===== config.mk =====
export PLATFORM = sky130hd
export DESIGN_NAME = rotate_subtract_skip_exec
export DESIGN_NICKNAME = d
export VERILOG_FILES = /design/src/rtl/rsse_pkg.sv /design/src/rtl/rotate_subtract_skip_exec.sv
export VERILOG_INCLUDE_DIRS = /design/src /design/src/rtl
export SDC_FILE = /design/constraint.sdc
export NUM_CORES = 1
export LEC_CHECK = 0
export BUFFER_PORTS_ARGS = -buffer_cell sky130_fd_sc_hd__buf_2
export CAP_MARGIN = 10
export CELL_PAD_IN_SITES_DETAIL_PLACEMENT = 1
export CELL_PAD_IN_SITES_GLOBAL_PLACEMENT = 1
export CORE_ASPECT_RATIO = 1.25
export CORE_UTILIZATION = 38
export DETAILED_ROUTE_END_ITERATION = 6
export PLACE_DENSITY_LB_ADDON = 0.1
export SLEW_MARGIN = 20
export SYNTH_ARGS = -nofsm -noshare
export SYNTH_HDL_FRONTEND = slang
export SYNTH_SLANG_ARGS = --single-unit

===== constraint.sdc =====
create_clock -name aclk -period 3.1 [get_ports aclk]
set_input_delay 0.62 -clock aclk [delete_from_list [all_inputs] [get_ports aclk]]
set_output_delay 0.62 -clock aclk [all_outputs]
set_load 0.01 [all_outputs]

===== src/rtl/rsse_defs.svh =====
// register offsets, field positions and reset values of the execution datapath
// assumes inclusion by bare name from the package and the datapath module
`ifndef RSSE_DEFS_SVH
`define RSSE_DEFS_SVH
`define RSSE_ADDR_W 8
`define RSSE_OFF_OP 8'h00
`define RSSE_OFF_ACC 8'h04
`define RSSE_OFF_MEM 8'h08
`define RSSE_OFF_FLAGS 8'h0C
`define RSSE_OFF_SKIPS 8'h10
`define RSSE_OP_LSB 0
`define RSSE_OP_MSB 2
`define RSSE_BUSY_BIT 4
`define RSSE_C_BIT 0
`define RSSE_AC_BIT 1
`define RSSE_Z_BIT 2
`define RSSE_OV_BIT 3
`define RSSE_ACC_RST 8'h00
`define RSSE_MEM_RST 8'h00
`define RSSE_FLAG_RST 1'b0
`define RSSE_RESP_OKAY 2'h0
`define RSSE_RESP_SLVERR 2'h2
`endif


===== src/rtl/rsse_pkg.sv =====
// types shared by the execution datapath
// assumes rsse_defs.svh on the include path
`include "rsse_defs.svh"
package rsse_pkg;
    typedef enum logic [2:0] {
        OP_NONE = 3'h0,
        OP_ROTATE_RIGHT_CARRY_TO_ACC = 3'h1,
        OP_SUB_BORROW_TO_ACC = 3'h2,
        OP_SUB_BORROW_TO_MEM = 3'h3,
        OP_DEC_SKIP_ZERO_MEM = 3'h4,
        OP_DEC_SKIP_ZERO_TO_ACC = 3'h5
    } op_t;
    typedef enum logic [0:0] {
        FSM_IDLE = 1'b0,
        FSM_DUMMY = 1'b1
    } fsm_t;
    typedef struct packed {
        logic awready;
        logic wready;
        logic aw_held;
        logic w_held;
        logic [`RSSE_ADDR_W-1:0] awaddr;
        logic [7:0] wdata;
        logic wlane0;
        logic bvalid;
        logic [1:0] bresp;
        logic arready;
        logic rvalid;
        logic [31:0] rdata;
        logic [1:0] rresp;
        logic [7:0] accumulator;
        logic [7:0] mem;
        logic carry_flag;
        logic aux_carry_flag;
        logic zero_flag;
        logic overflow_flag;
        op_t op;
        fsm_t fsm;
        logic skip_req;
        logic dummy_cycle;
        logic mem_wr_en;
        logic acc_wr_en;
        logic [7:0] skip_count;
    } state_t;
endpackage


===== src/rtl/rotate_subtract_skip_exec.sv =====
// execution datapath for rotate-through-carry, subtract-with-borrow and decrement-skip
// assumes one 10 MHz clock, an axi4-lite master, and a sequencer that reads skip_req
`timescale 1ns/1ps
`include "rsse_defs.svh"
`default_nettype none
module rotate_subtract_skip_exec (
    input wire logic aclk,
    input wire logic aresetn,
    input wire logic [`RSSE_ADDR_W-1:0] s_axi_awaddr,
    input wire logic s_axi_awvalid,
    output logic s_axi_awready,
    input wire logic [31:0] s_axi_wdata,
    input wire logic [3:0] s_axi_wstrb,
    input wire logic s_axi_wvalid,
    output logic s_axi_wready,
    output logic [1:0] s_axi_bresp,
    output logic s_axi_bvalid,
    input wire logic s_axi_bready,
    input wire logic [`RSSE_ADDR_W-1:0] s_axi_araddr,
    input wire logic s_axi_arvalid,
    output logic s_axi_arready,
    output logic [31:0] s_axi_rdata,
    output logic [1:0] s_axi_rresp,
    output logic s_axi_rvalid,
    input wire logic s_axi_rready,
    output logic [7:0] accumulator,
    output logic [7:0] mem_wr_data,
    output logic mem_wr_en,
    output logic acc_wr_en,
    output logic skip_req,
    output logic dummy_cycle
);
    rsse_pkg::state_t q;
    rsse_pkg::state_t next_q;
    logic do_wr;
    logic exec_fire;
    logic [`RSSE_ADDR_W-1:0] wr_addr;
    logic [`RSSE_ADDR_W-1:0] rd_addr;
    logic wr_mapped;
    logic rd_mapped;
    logic [8:0] sub_full;
    logic [4:0] sub_low;
    logic [7:0] dec_val;
    logic [7:0] sub_res;
    rsse_pkg::op_t wr_op;

    always_comb begin
        next_q = q;
        next_q.skip_req = 1'b0;
        next_q.mem_wr_en = 1'b0;
        next_q.acc_wr_en = 1'b0;
        next_q.dummy_cycle = 1'b0;
        wr_op = rsse_pkg::op_t'(q.wdata[`RSSE_OP_MSB:`RSSE_OP_LSB]);
        // borrow chain: the 9th bit set means the true result went negative
        sub_full = {1'b0, q.accumulator} - {1'b0, q.mem} - {8'h00, ~q.carry_flag};
        sub_low = {1'b0, q.accumulator[3:0]} - {1'b0, q.mem[3:0]} - {4'h0, ~q.carry_flag};
        sub_res = sub_full[7:0];
        dec_val = q.mem - 8'h01;

        // write channel side
        if (q.bvalid && s_axi_bready) begin
            next_q.bvalid = 1'b0;
        end
        if (s_axi_awvalid && q.awready) begin
            next_q.aw_held = 1'b1;
            next_q.awaddr = s_axi_awaddr;
        end
        if (s_axi_wvalid && q.wready) begin
            next_q.w_held = 1'b1;
            next_q.wdata = s_axi_wdata[7:0];
            next_q.wlane0 = s_axi_wstrb[0];
        end
        wr_addr = {q.awaddr[`RSSE_ADDR_W-1:2], 2'h0};
        wr_mapped = (wr_addr == `RSSE_OFF_OP) || (wr_addr == `RSSE_OFF_ACC) ||
            (wr_addr == `RSSE_OFF_MEM) || (wr_addr == `RSSE_OFF_FLAGS) ||
            (wr_addr == `RSSE_OFF_SKIPS);
        // both halves held in the previous cycle, response slot free
        do_wr = q.aw_held && q.w_held && !q.bvalid;
        exec_fire = do_wr && q.wlane0 && (wr_addr == `RSSE_OFF_OP) &&
            (q.fsm == rsse_pkg::FSM_IDLE);

        if (q.fsm == rsse_pkg::FSM_DUMMY) begin
            next_q.fsm = rsse_pkg::FSM_IDLE;
        end

        if (do_wr) begin
            next_q.aw_held = 1'b0;
            next_q.w_held = 1'b0;
            next_q.bvalid = 1'b1;
            next_q.bresp = wr_mapped ? `RSSE_RESP_OKAY : `RSSE_RESP_SLVERR;
            if (q.wlane0) begin
                case (wr_addr)
                    `RSSE_OFF_ACC: begin
                        next_q.accumulator = q.wdata;
                    end
                    `RSSE_OFF_MEM: begin
                        next_q.mem = q.wdata;
                    end
                    `RSSE_OFF_FLAGS: begin
                        next_q.carry_flag = q.wdata[`RSSE_C_BIT];
                        next_q.aux_carry_flag = q.wdata[`RSSE_AC_BIT];
                        next_q.zero_flag = q.wdata[`RSSE_Z_BIT];
                        next_q.overflow_flag = q.wdata[`RSSE_OV_BIT];
                    end
                    default: begin
                    end
                endcase
            end
        end

        // an opcode write while fsm is FSM_DUMMY, in the skip pulse cycle, is answered but not executed
        if (exec_fire) begin
            next_q.op = wr_op;
            case (wr_op)
                rsse_pkg::OP_ROTATE_RIGHT_CARRY_TO_ACC: begin
                    next_q.accumulator = {q.carry_flag, q.mem[7:1]};
                    next_q.carry_flag = q.mem[0];
                    next_q.acc_wr_en = 1'b1;
                end
                rsse_pkg::OP_SUB_BORROW_TO_ACC, rsse_pkg::OP_SUB_BORROW_TO_MEM: begin
                    if (wr_op == rsse_pkg::OP_SUB_BORROW_TO_ACC) begin
                        next_q.accumulator = sub_res;
                        next_q.acc_wr_en = 1'b1;
                    end else begin
                        next_q.mem = sub_res;
                        next_q.mem_wr_en = 1'b1;
                    end
                    next_q.carry_flag = ~sub_full[8];
                    next_q.zero_flag = (sub_res == 8'h00);
                    next_q.aux_carry_flag = ~sub_low[4];
                    next_q.overflow_flag = (q.accumulator[7] ^ q.mem[7]) &
                        (q.accumulator[7] ^ sub_res[7]);
                end
                rsse_pkg::OP_DEC_SKIP_ZERO_MEM, rsse_pkg::OP_DEC_SKIP_ZERO_TO_ACC: begin
                    if (wr_op == rsse_pkg::OP_DEC_SKIP_ZERO_MEM) begin
                        next_q.mem = dec_val;
                        next_q.mem_wr_en = 1'b1;
                    end else begin
                        next_q.accumulator = dec_val;
                        next_q.acc_wr_en = 1'b1;
                    end
                    if (dec_val == 8'h00) begin
                        next_q.skip_req = 1'b1;
                        next_q.fsm = rsse_pkg::FSM_DUMMY;
                        next_q.skip_count = q.skip_count + 8'h01;
                    end
                end
                default: begin
                end
            endcase
        end
        // the dummy cycle follows the skip pulse by one clock
        next_q.dummy_cycle = (q.fsm == rsse_pkg::FSM_DUMMY);

        // read channel side
        if (q.rvalid && s_axi_rready) begin
            next_q.rvalid = 1'b0;
        end
        rd_addr = {s_axi_araddr[`RSSE_ADDR_W-1:2], 2'h0};
        rd_mapped = 1'b1;
        if (s_axi_arvalid && q.arready) begin
            next_q.rvalid = 1'b1;
            next_q.rdata = 32'h0000_0000;
            case (rd_addr)
                `RSSE_OFF_OP: begin
                    next_q.rdata[`RSSE_OP_MSB:`RSSE_OP_LSB] = q.op;
                    next_q.rdata[`RSSE_BUSY_BIT] = (q.fsm == rsse_pkg::FSM_DUMMY);
                end
                `RSSE_OFF_ACC: begin
                    next_q.rdata[7:0] = q.accumulator;
                end
                `RSSE_OFF_MEM: begin
                    next_q.rdata[7:0] = q.mem;
                end
                `RSSE_OFF_FLAGS: begin
                    next_q.rdata[`RSSE_C_BIT] = q.carry_flag;
                    next_q.rdata[`RSSE_AC_BIT] = q.aux_carry_flag;
                    next_q.rdata[`RSSE_Z_BIT] = q.zero_flag;
                    next_q.rdata[`RSSE_OV_BIT] = q.overflow_flag;
                end
                `RSSE_OFF_SKIPS: begin
                    next_q.rdata[7:0] = q.skip_count;
                end
                default: begin
                    rd_mapped = 1'b0;
                end
            endcase
            next_q.rresp = rd_mapped ? `RSSE_RESP_OKAY : `RSSE_RESP_SLVERR;
        end

        // readies are registered, so each channel takes one item per transfer
        next_q.awready = !next_q.aw_held && !next_q.bvalid;
        next_q.wready = !next_q.w_held && !next_q.bvalid;
        next_q.arready = !next_q.rvalid;
    end

    always_ff @(posedge aclk) begin
        if (!aresetn) begin
            q <= '0;
            q.accumulator <= `RSSE_ACC_RST;
            q.mem <= `RSSE_MEM_RST;
            q.carry_flag <= `RSSE_FLAG_RST;
            q.aux_carry_flag <= `RSSE_FLAG_RST;
            q.zero_flag <= `RSSE_FLAG_RST;
            q.overflow_flag <= `RSSE_FLAG_RST;
            q.op <= rsse_pkg::OP_NONE;
            q.fsm <= rsse_pkg::FSM_IDLE;
        end else begin
            q <= next_q;
        end
    end

    assign s_axi_awready = q.awready;
    assign s_axi_wready = q.wready;
    assign s_axi_bresp = q.bresp;
    assign s_axi_bvalid = q.bvalid;
    assign s_axi_arready = q.arready;
    assign s_axi_rdata = q.rdata;
    assign s_axi_rresp = q.rresp;
    assign s_axi_rvalid = q.rvalid;
    assign accumulator = q.accumulator;
    assign mem_wr_data = q.mem;
    assign mem_wr_en = q.mem_wr_en;
    assign acc_wr_en = q.acc_wr_en;
    assign skip_req = q.skip_req;
    assign dummy_cycle = q.dummy_cycle;

    // checks
    logic fire_rot;
    logic fire_sub;
    logic fire_dec;
    logic [8:0] sub_signed;
    // only an executed opcode write raises the pulses, so each fire mirrors exec_fire
    assign fire_rot = exec_fire && (wr_op == rsse_pkg::OP_ROTATE_RIGHT_CARRY_TO_ACC);
    assign fire_sub = exec_fire && ((wr_op == rsse_pkg::OP_SUB_BORROW_TO_ACC) ||
        (wr_op == rsse_pkg::OP_SUB_BORROW_TO_MEM));
    assign fire_dec = exec_fire && ((wr_op == rsse_pkg::OP_DEC_SKIP_ZERO_MEM) ||
        (wr_op == rsse_pkg::OP_DEC_SKIP_ZERO_TO_ACC));
    // signed copy of the subtraction, kept apart from the datapath's xor form of overflow
    assign sub_signed = {q.accumulator[7], q.accumulator} - {q.mem[7], q.mem} -
        {8'h00, ~q.carry_flag};
endmodule
`default_nettype wire


# Word-level counts from Yosys, hierarchy flattened
# Cells that the tools add are included.
# op_classes
n_addsub	6
eq_ne	13
mux	37
bitwise_logic	7
n_reduce_logical	31
# ops
operator	count
2-to-1 mux 8 bit	6
2-to-1 mux 20 bit	2
2-to-1 mux 35 bit	1
2-to-1 mux 25 bit	1
equality test 6 x 2 -> 1 bit (second input constant)	4
one-hot mux 8 bit (3 select lines)	1
zero test 8 bit	2
one-hot mux 8 bit (2 select lines)	1
one-hot mux 3 bit (5 select lines)	1
equality test 6 x 1 -> 1 bit (second input constant)	2
equality test 6 x 3 -> 1 bit (second input constant)	2
logical AND 1 bit	12
zero test 6 bit	2
2-to-1 mux 1 bit	10
2-to-1 mux 2 bit	5
one-hot mux 3 bit (3 select lines)	1
subtractor 8 x 8 -> 9 bit	1
subtractor 9 x 1 -> 9 bit	1
adder 8 x 1 -> 8 bit (second input constant)	1
one-hot mux 1 bit (4 select lines)	2
subtractor 8 x 1 -> 8 bit (second input constant)	1
equality test 3 x 2 -> 1 bit (second input constant)	2
equality test 3 bit (second input constant)	2
2-to-1 mux 3 bit	2
15 further kinds	29
# word_totals
regBits	72
input_bits	59
out_inout_bits	61
elab_cells	120

# Logic depth before layout (Yosys ltp)
# logic_depth
ltp_word	9
depth_mapped	10
mapped_depth_nobuf	10

# Least setup slack after synthesis
# No wires, ideal clock.
# synth_timing
path_type	register to register
startpoint	reg accumulator[0] (netlist name)
endpoint	reg q[17] in the netlist's numbering
setup_ns	0.089
arrival_time_ns	2.748
required_time_ns	3.011
setup_slack_ns	0.263
stages_incl_launch_ff	11
n_path_buf	0
synth_period_minus_slack_ns	2.837
path_cell_list	dfxtp_1 -> inv_1 -> fa_1 -> inv_1 -> ha_1 -> xnor2_1 -> inv_1 -> or3_1 -> or4_1 -> or3_1 -> o32ai_2
# synth_between
elab_chain_len	5
# synth_lines
item	line_no	source
subtractor 8 x 8 -> 9 bit	rotate_subtract_skip_exec.sv:55	sub_full = {1'b0, q.accumulator} - {1'b0, q.mem} - {8'h00, ~q.carry_flag};
subtractor 9 x 1 -> 9 bit	rotate_subtract_skip_exec.sv:55	
zero test 8 bit	rotate_subtract_skip_exec.sv:129	next_q.zero_flag = (sub_res == 8'h00);
2-to-1 mux 3 bit	rotate_subtract_skip_exec.sv:114	case (wr_op)
2-to-1 mux 25 bit	rotate_subtract_skip_exec.sv:112	if (exec_fire) begin
end signal: assignment	rotate_subtract_skip_exec.sv:209	q <= next_q;
end: declaration	rotate_subtract_skip_exec.sv:33	rsse_pkg::state_t q;
# No other way between the ends.
# A chain may end at the register's enable or synchronous reset.

# Final worst setup path
# layout_timing
startpoint	reg q[19] in the netlist's numbering
endpoint	reg q[17] in the netlist's numbering
# layout_between
elab_chain_len	5
# layout_lines
item	line_no
inverter 1 bit	--
subtractor 9 x 1 -> 9 bit	rotate_subtract_skip_exec.sv:55
zero test 8 bit	rotate_subtract_skip_exec.sv:129
2-to-1 mux 3 bit	rotate_subtract_skip_exec.sv:114
2-to-1 mux 25 bit	rotate_subtract_skip_exec.sv:112
# No other way between the ends.

==> results.md <==
- Status: finished clean
- Maximum VDD drop: 0.000241 V
- Grt met2 use: 0.386
- Worst-path cell chain: inv_1 > fa_1 > inv_1 > ha_1 > xnor2_1 > inv_1 > or3_1 > or4_1 > or3_4 > o32ai_2
- Inserted Clock Buffers: 9
- Commonest non-fill, non-tap cells in the layout: dfxtp_1, buf_2, nand2_1
- Crit-path max cell delay: 0.58 ns
- Synth Cell Area: between 0.004 and 0.005 mm²
- Flip-flop and latch area: approximately 0.0013 mm²
- Antenna violations before repair: 0
- Async set-reset flop share out of synthesis: 0
- Antenna cells: 0
- Hold Crit Class: reg -> reg
- Placed wire-length estimate: 9.75 mm
- Min Tclk post-route: 2.99 ns
- Synth Instances: 524
- Slowest stage cell, crit path: fa_1
- Met1 GRT Util: 0.274
- DP Worst Slack: -0.00406 ns
- Endpoint type of the worst setup path: flop
- TritonCTS clock tree: yes
- CP Max Fanout: 2
- Worst EP arrival: approximately 3.2 ns
- Hold Fails Final Rpt: 0
- Commonest non-fill, non-tap cell in the layout: dfxtp_1
- Worst Slack Setup Final: 0.111 ns
- Clk root buf: clkbuf_16
- Die ar.: 0.0116 mm²
- Synth Warn #: 0
- Setup violations, final: 0
- Met3 usage: 0.0503
- Wire per inst: 18.0 µm
- R2R Setup Slk: 0.11 ns
- Clk slew on worst S/H paths: 0.06 ns
- Fin nets: roughly 650
- Number of synthesized flops with an enable pin: 0
- Slew @ Worst Pin: a little over 1 ns
- Global route total overflow: 0
- Final Power: 2.20 mW
- CTS max path bufs: 2
- CORE AREA: 0.0108 mm²
- Share of layout cells above drive strength 1: 0.200
- Static Leak: 2.05 nW
- Multi-input gate area: 0.00241 mm²
- Fmax achieved: about 330 MHz
- Largest net degree at the start of global routing: 35
- Die Span Y: roughly 120 µm
- Skew-Pair Late Insertion Delay: 0.34 ns
- First-pass GRT wire length: between 20 and 25 mm
- Main flop type after synthesis: dfxtp_1
- Initial DRC Count: 177
- HP Start: q[14]$_SDFFE_PN0P_
- Max-Cap Viols: 0
- Area growth syn-to-layout: 13.4%
- Slew HR: 0.327
- #FFs+latches synth: 67
- Distinct cells, synth: between 60 and 70
- Port bufs: between 60 and 70
- Avg Cell Area, Syn: between 8 and 9 µm²
- Setup crit start: q[19]$_SDFF_PN0_
- Routed Antenna Nets: 0
- Htree depth: 3
- Most Crowded Layer GR: met2
- Final WL: 12.8 mm
- Critical Path Source Type: flop
- Pwr/cell area: 456 mW/mm²
- Final TNS setup: 0 ns
- Layout fillers: 1,331
- Pre-antenna DRT Iters: 6
- Cell Rows: 42
- Clock Sink Count: 67
- Final Max Tran Viols: 0
- Final worst-path cycle share: 0.964
- Sequential area share after synthesis: 0.315
- Io pins: 120
- CP Data Required Time: 3.35 ns
- Vias: 3,870
- Critical register-to-register path startpoint: q[19]$_SDFF_PN0_
- GRT Util Overall: 0.226
- Vias per cell: about 5.5
- Hold Buf Count CTS: 0
- Initial core utilization: 0.396
- Chip width: just under 100 µm
- Clock skew: 0.00635 ns
- # DRC: 0
- Number of global-route vias before repair: 3,829
- Critical path class: reg -> reg
- CP dominant cell by count: inv_1
- GP Congestion: ~0.91
## final cells by class
type,instances,area share
timing repair buffer,83,0.0968
tap,132,0.0342
sequential,67,0.278
clock buffer,9,0.0466
clock inverter,7,0.0205
inverter,32,0.0249
multi-input combinational,378,0.499
## registers in the layout (all words and copies together), names as in the netlist, 8 cells and up
name	flops
s_axi_rdata	8
accumulator	8
q	32
mem_wr_data	8
## synth_stat cells, types with 3 or more instances
library cell / count / area, µm²
dfxtp_1: 67 / 1340
buf_4: 52 / 390
nand2_1: 50 / 188
a21oi_1: 48 / 240
nor2_1: 36 / 135
inv_1: 31 / 116
nand3_1: 24 / 120
ha_1: 19 / 238
o21ai_0: 17 / 85.1
o22ai_1: 16 / 100
mux2i_1: 15 / 150
clkbuf_1: 13 / 48.8
xor2_1: 11 / 96.3
nor3_1: 10 / 50.1
nand2b_1: 9 / 56.3
a221oi_1: 7 / 61.3
a22oi_1: 7 / 52.6
a222oi_1: 6 / 60.1
or3_1: 6 / 37.5
and3_1: 5 / 31.3
nand3b_1: 4 / 30.0
nor3b_1: 4 / 30.0
nor4_1: 4 / 25.0
xnor2_1: 4 / 35.0
and2_1: 3 / 18.8
buf_1: 3 / 11.3
o41ai_1: 3 / 26.3
## power breakdown
group          internal, mW  total, mW  switching, mW
clock                 0.710       1.13          0.419
combinational        0.0604      0.170          0.110
sequential            0.882      0.903         0.0207
total                  1.65       2.20          0.549
## worst paths after layout
path | to | depth (start not counted)
hold reg to reg | q[14]$_SDFFE_PN0P_ | 2
setup / recovery | q[17]$_SDFF_PN0_ | 10
setup reg to reg | q[17]$_SDFF_PN0_ | 10
hold / removal | q[14]$_SDFFE_PN0P_ | 2
## critical path, delay by kind of cell, from the launching register on
kind | cells | cell delay, ns
and+or+nand+nor | 3 | 1.18
adders and majority gates | 2 | 0.86
DFF | 1 | 0.33
AOI/OAI and AO/OA | 1 | 0.21
buffers and inverters | 3 | 0.19
xor gates and xnor gates | 1 | 0.14
## layer usage
metal | wire length (µm) | part of all wire
met1 | 5530 | 0.43
met2 | 6340 | 0.50
met3 | 581 | 0.045
met4 | 327 | 0.026
met5 | 0 | 0
## stage by stage
stage	util	instances	instance area, µm²	hold WS, ns
after floorplan	-	549	4360	0.433
after global placement	0.416	690	4490	0.446
after detailed placement	0.416	690	4490	0.449
after CTS	0.447	706	4810	0.458
after global routing	0.449	708	4830	0.485
final	0.449	708	4830	0.454
## cells by family (layout without fill, tap and decap cells)
family          Yosys count  in the layout  share of synthesized area
mux                      17             17                     0.0432
other cells               1             26                   0.000880
buf+inv                 104            131                      0.143
compound gates          127            127                      0.194
flops                    67             67                      0.315
fa+ha+maj                21             21                     0.0652
simple gates            172            172                      0.208
xor+xnor                 15             15                     0.0308
## repair_timing
| item | 4_1_cts | 5_1_grt |
|---|---|---|
| hold endpoints to repair | 0 | 0 |
| resized for setup | 1 | 2 |
| pin swaps | 0 | 1 |
| buffers inserted | 0 | 2 |
| endpoints found under the setup margin | 1 | 2 |
No activity file was read; power rests on OpenSTA's default activity.
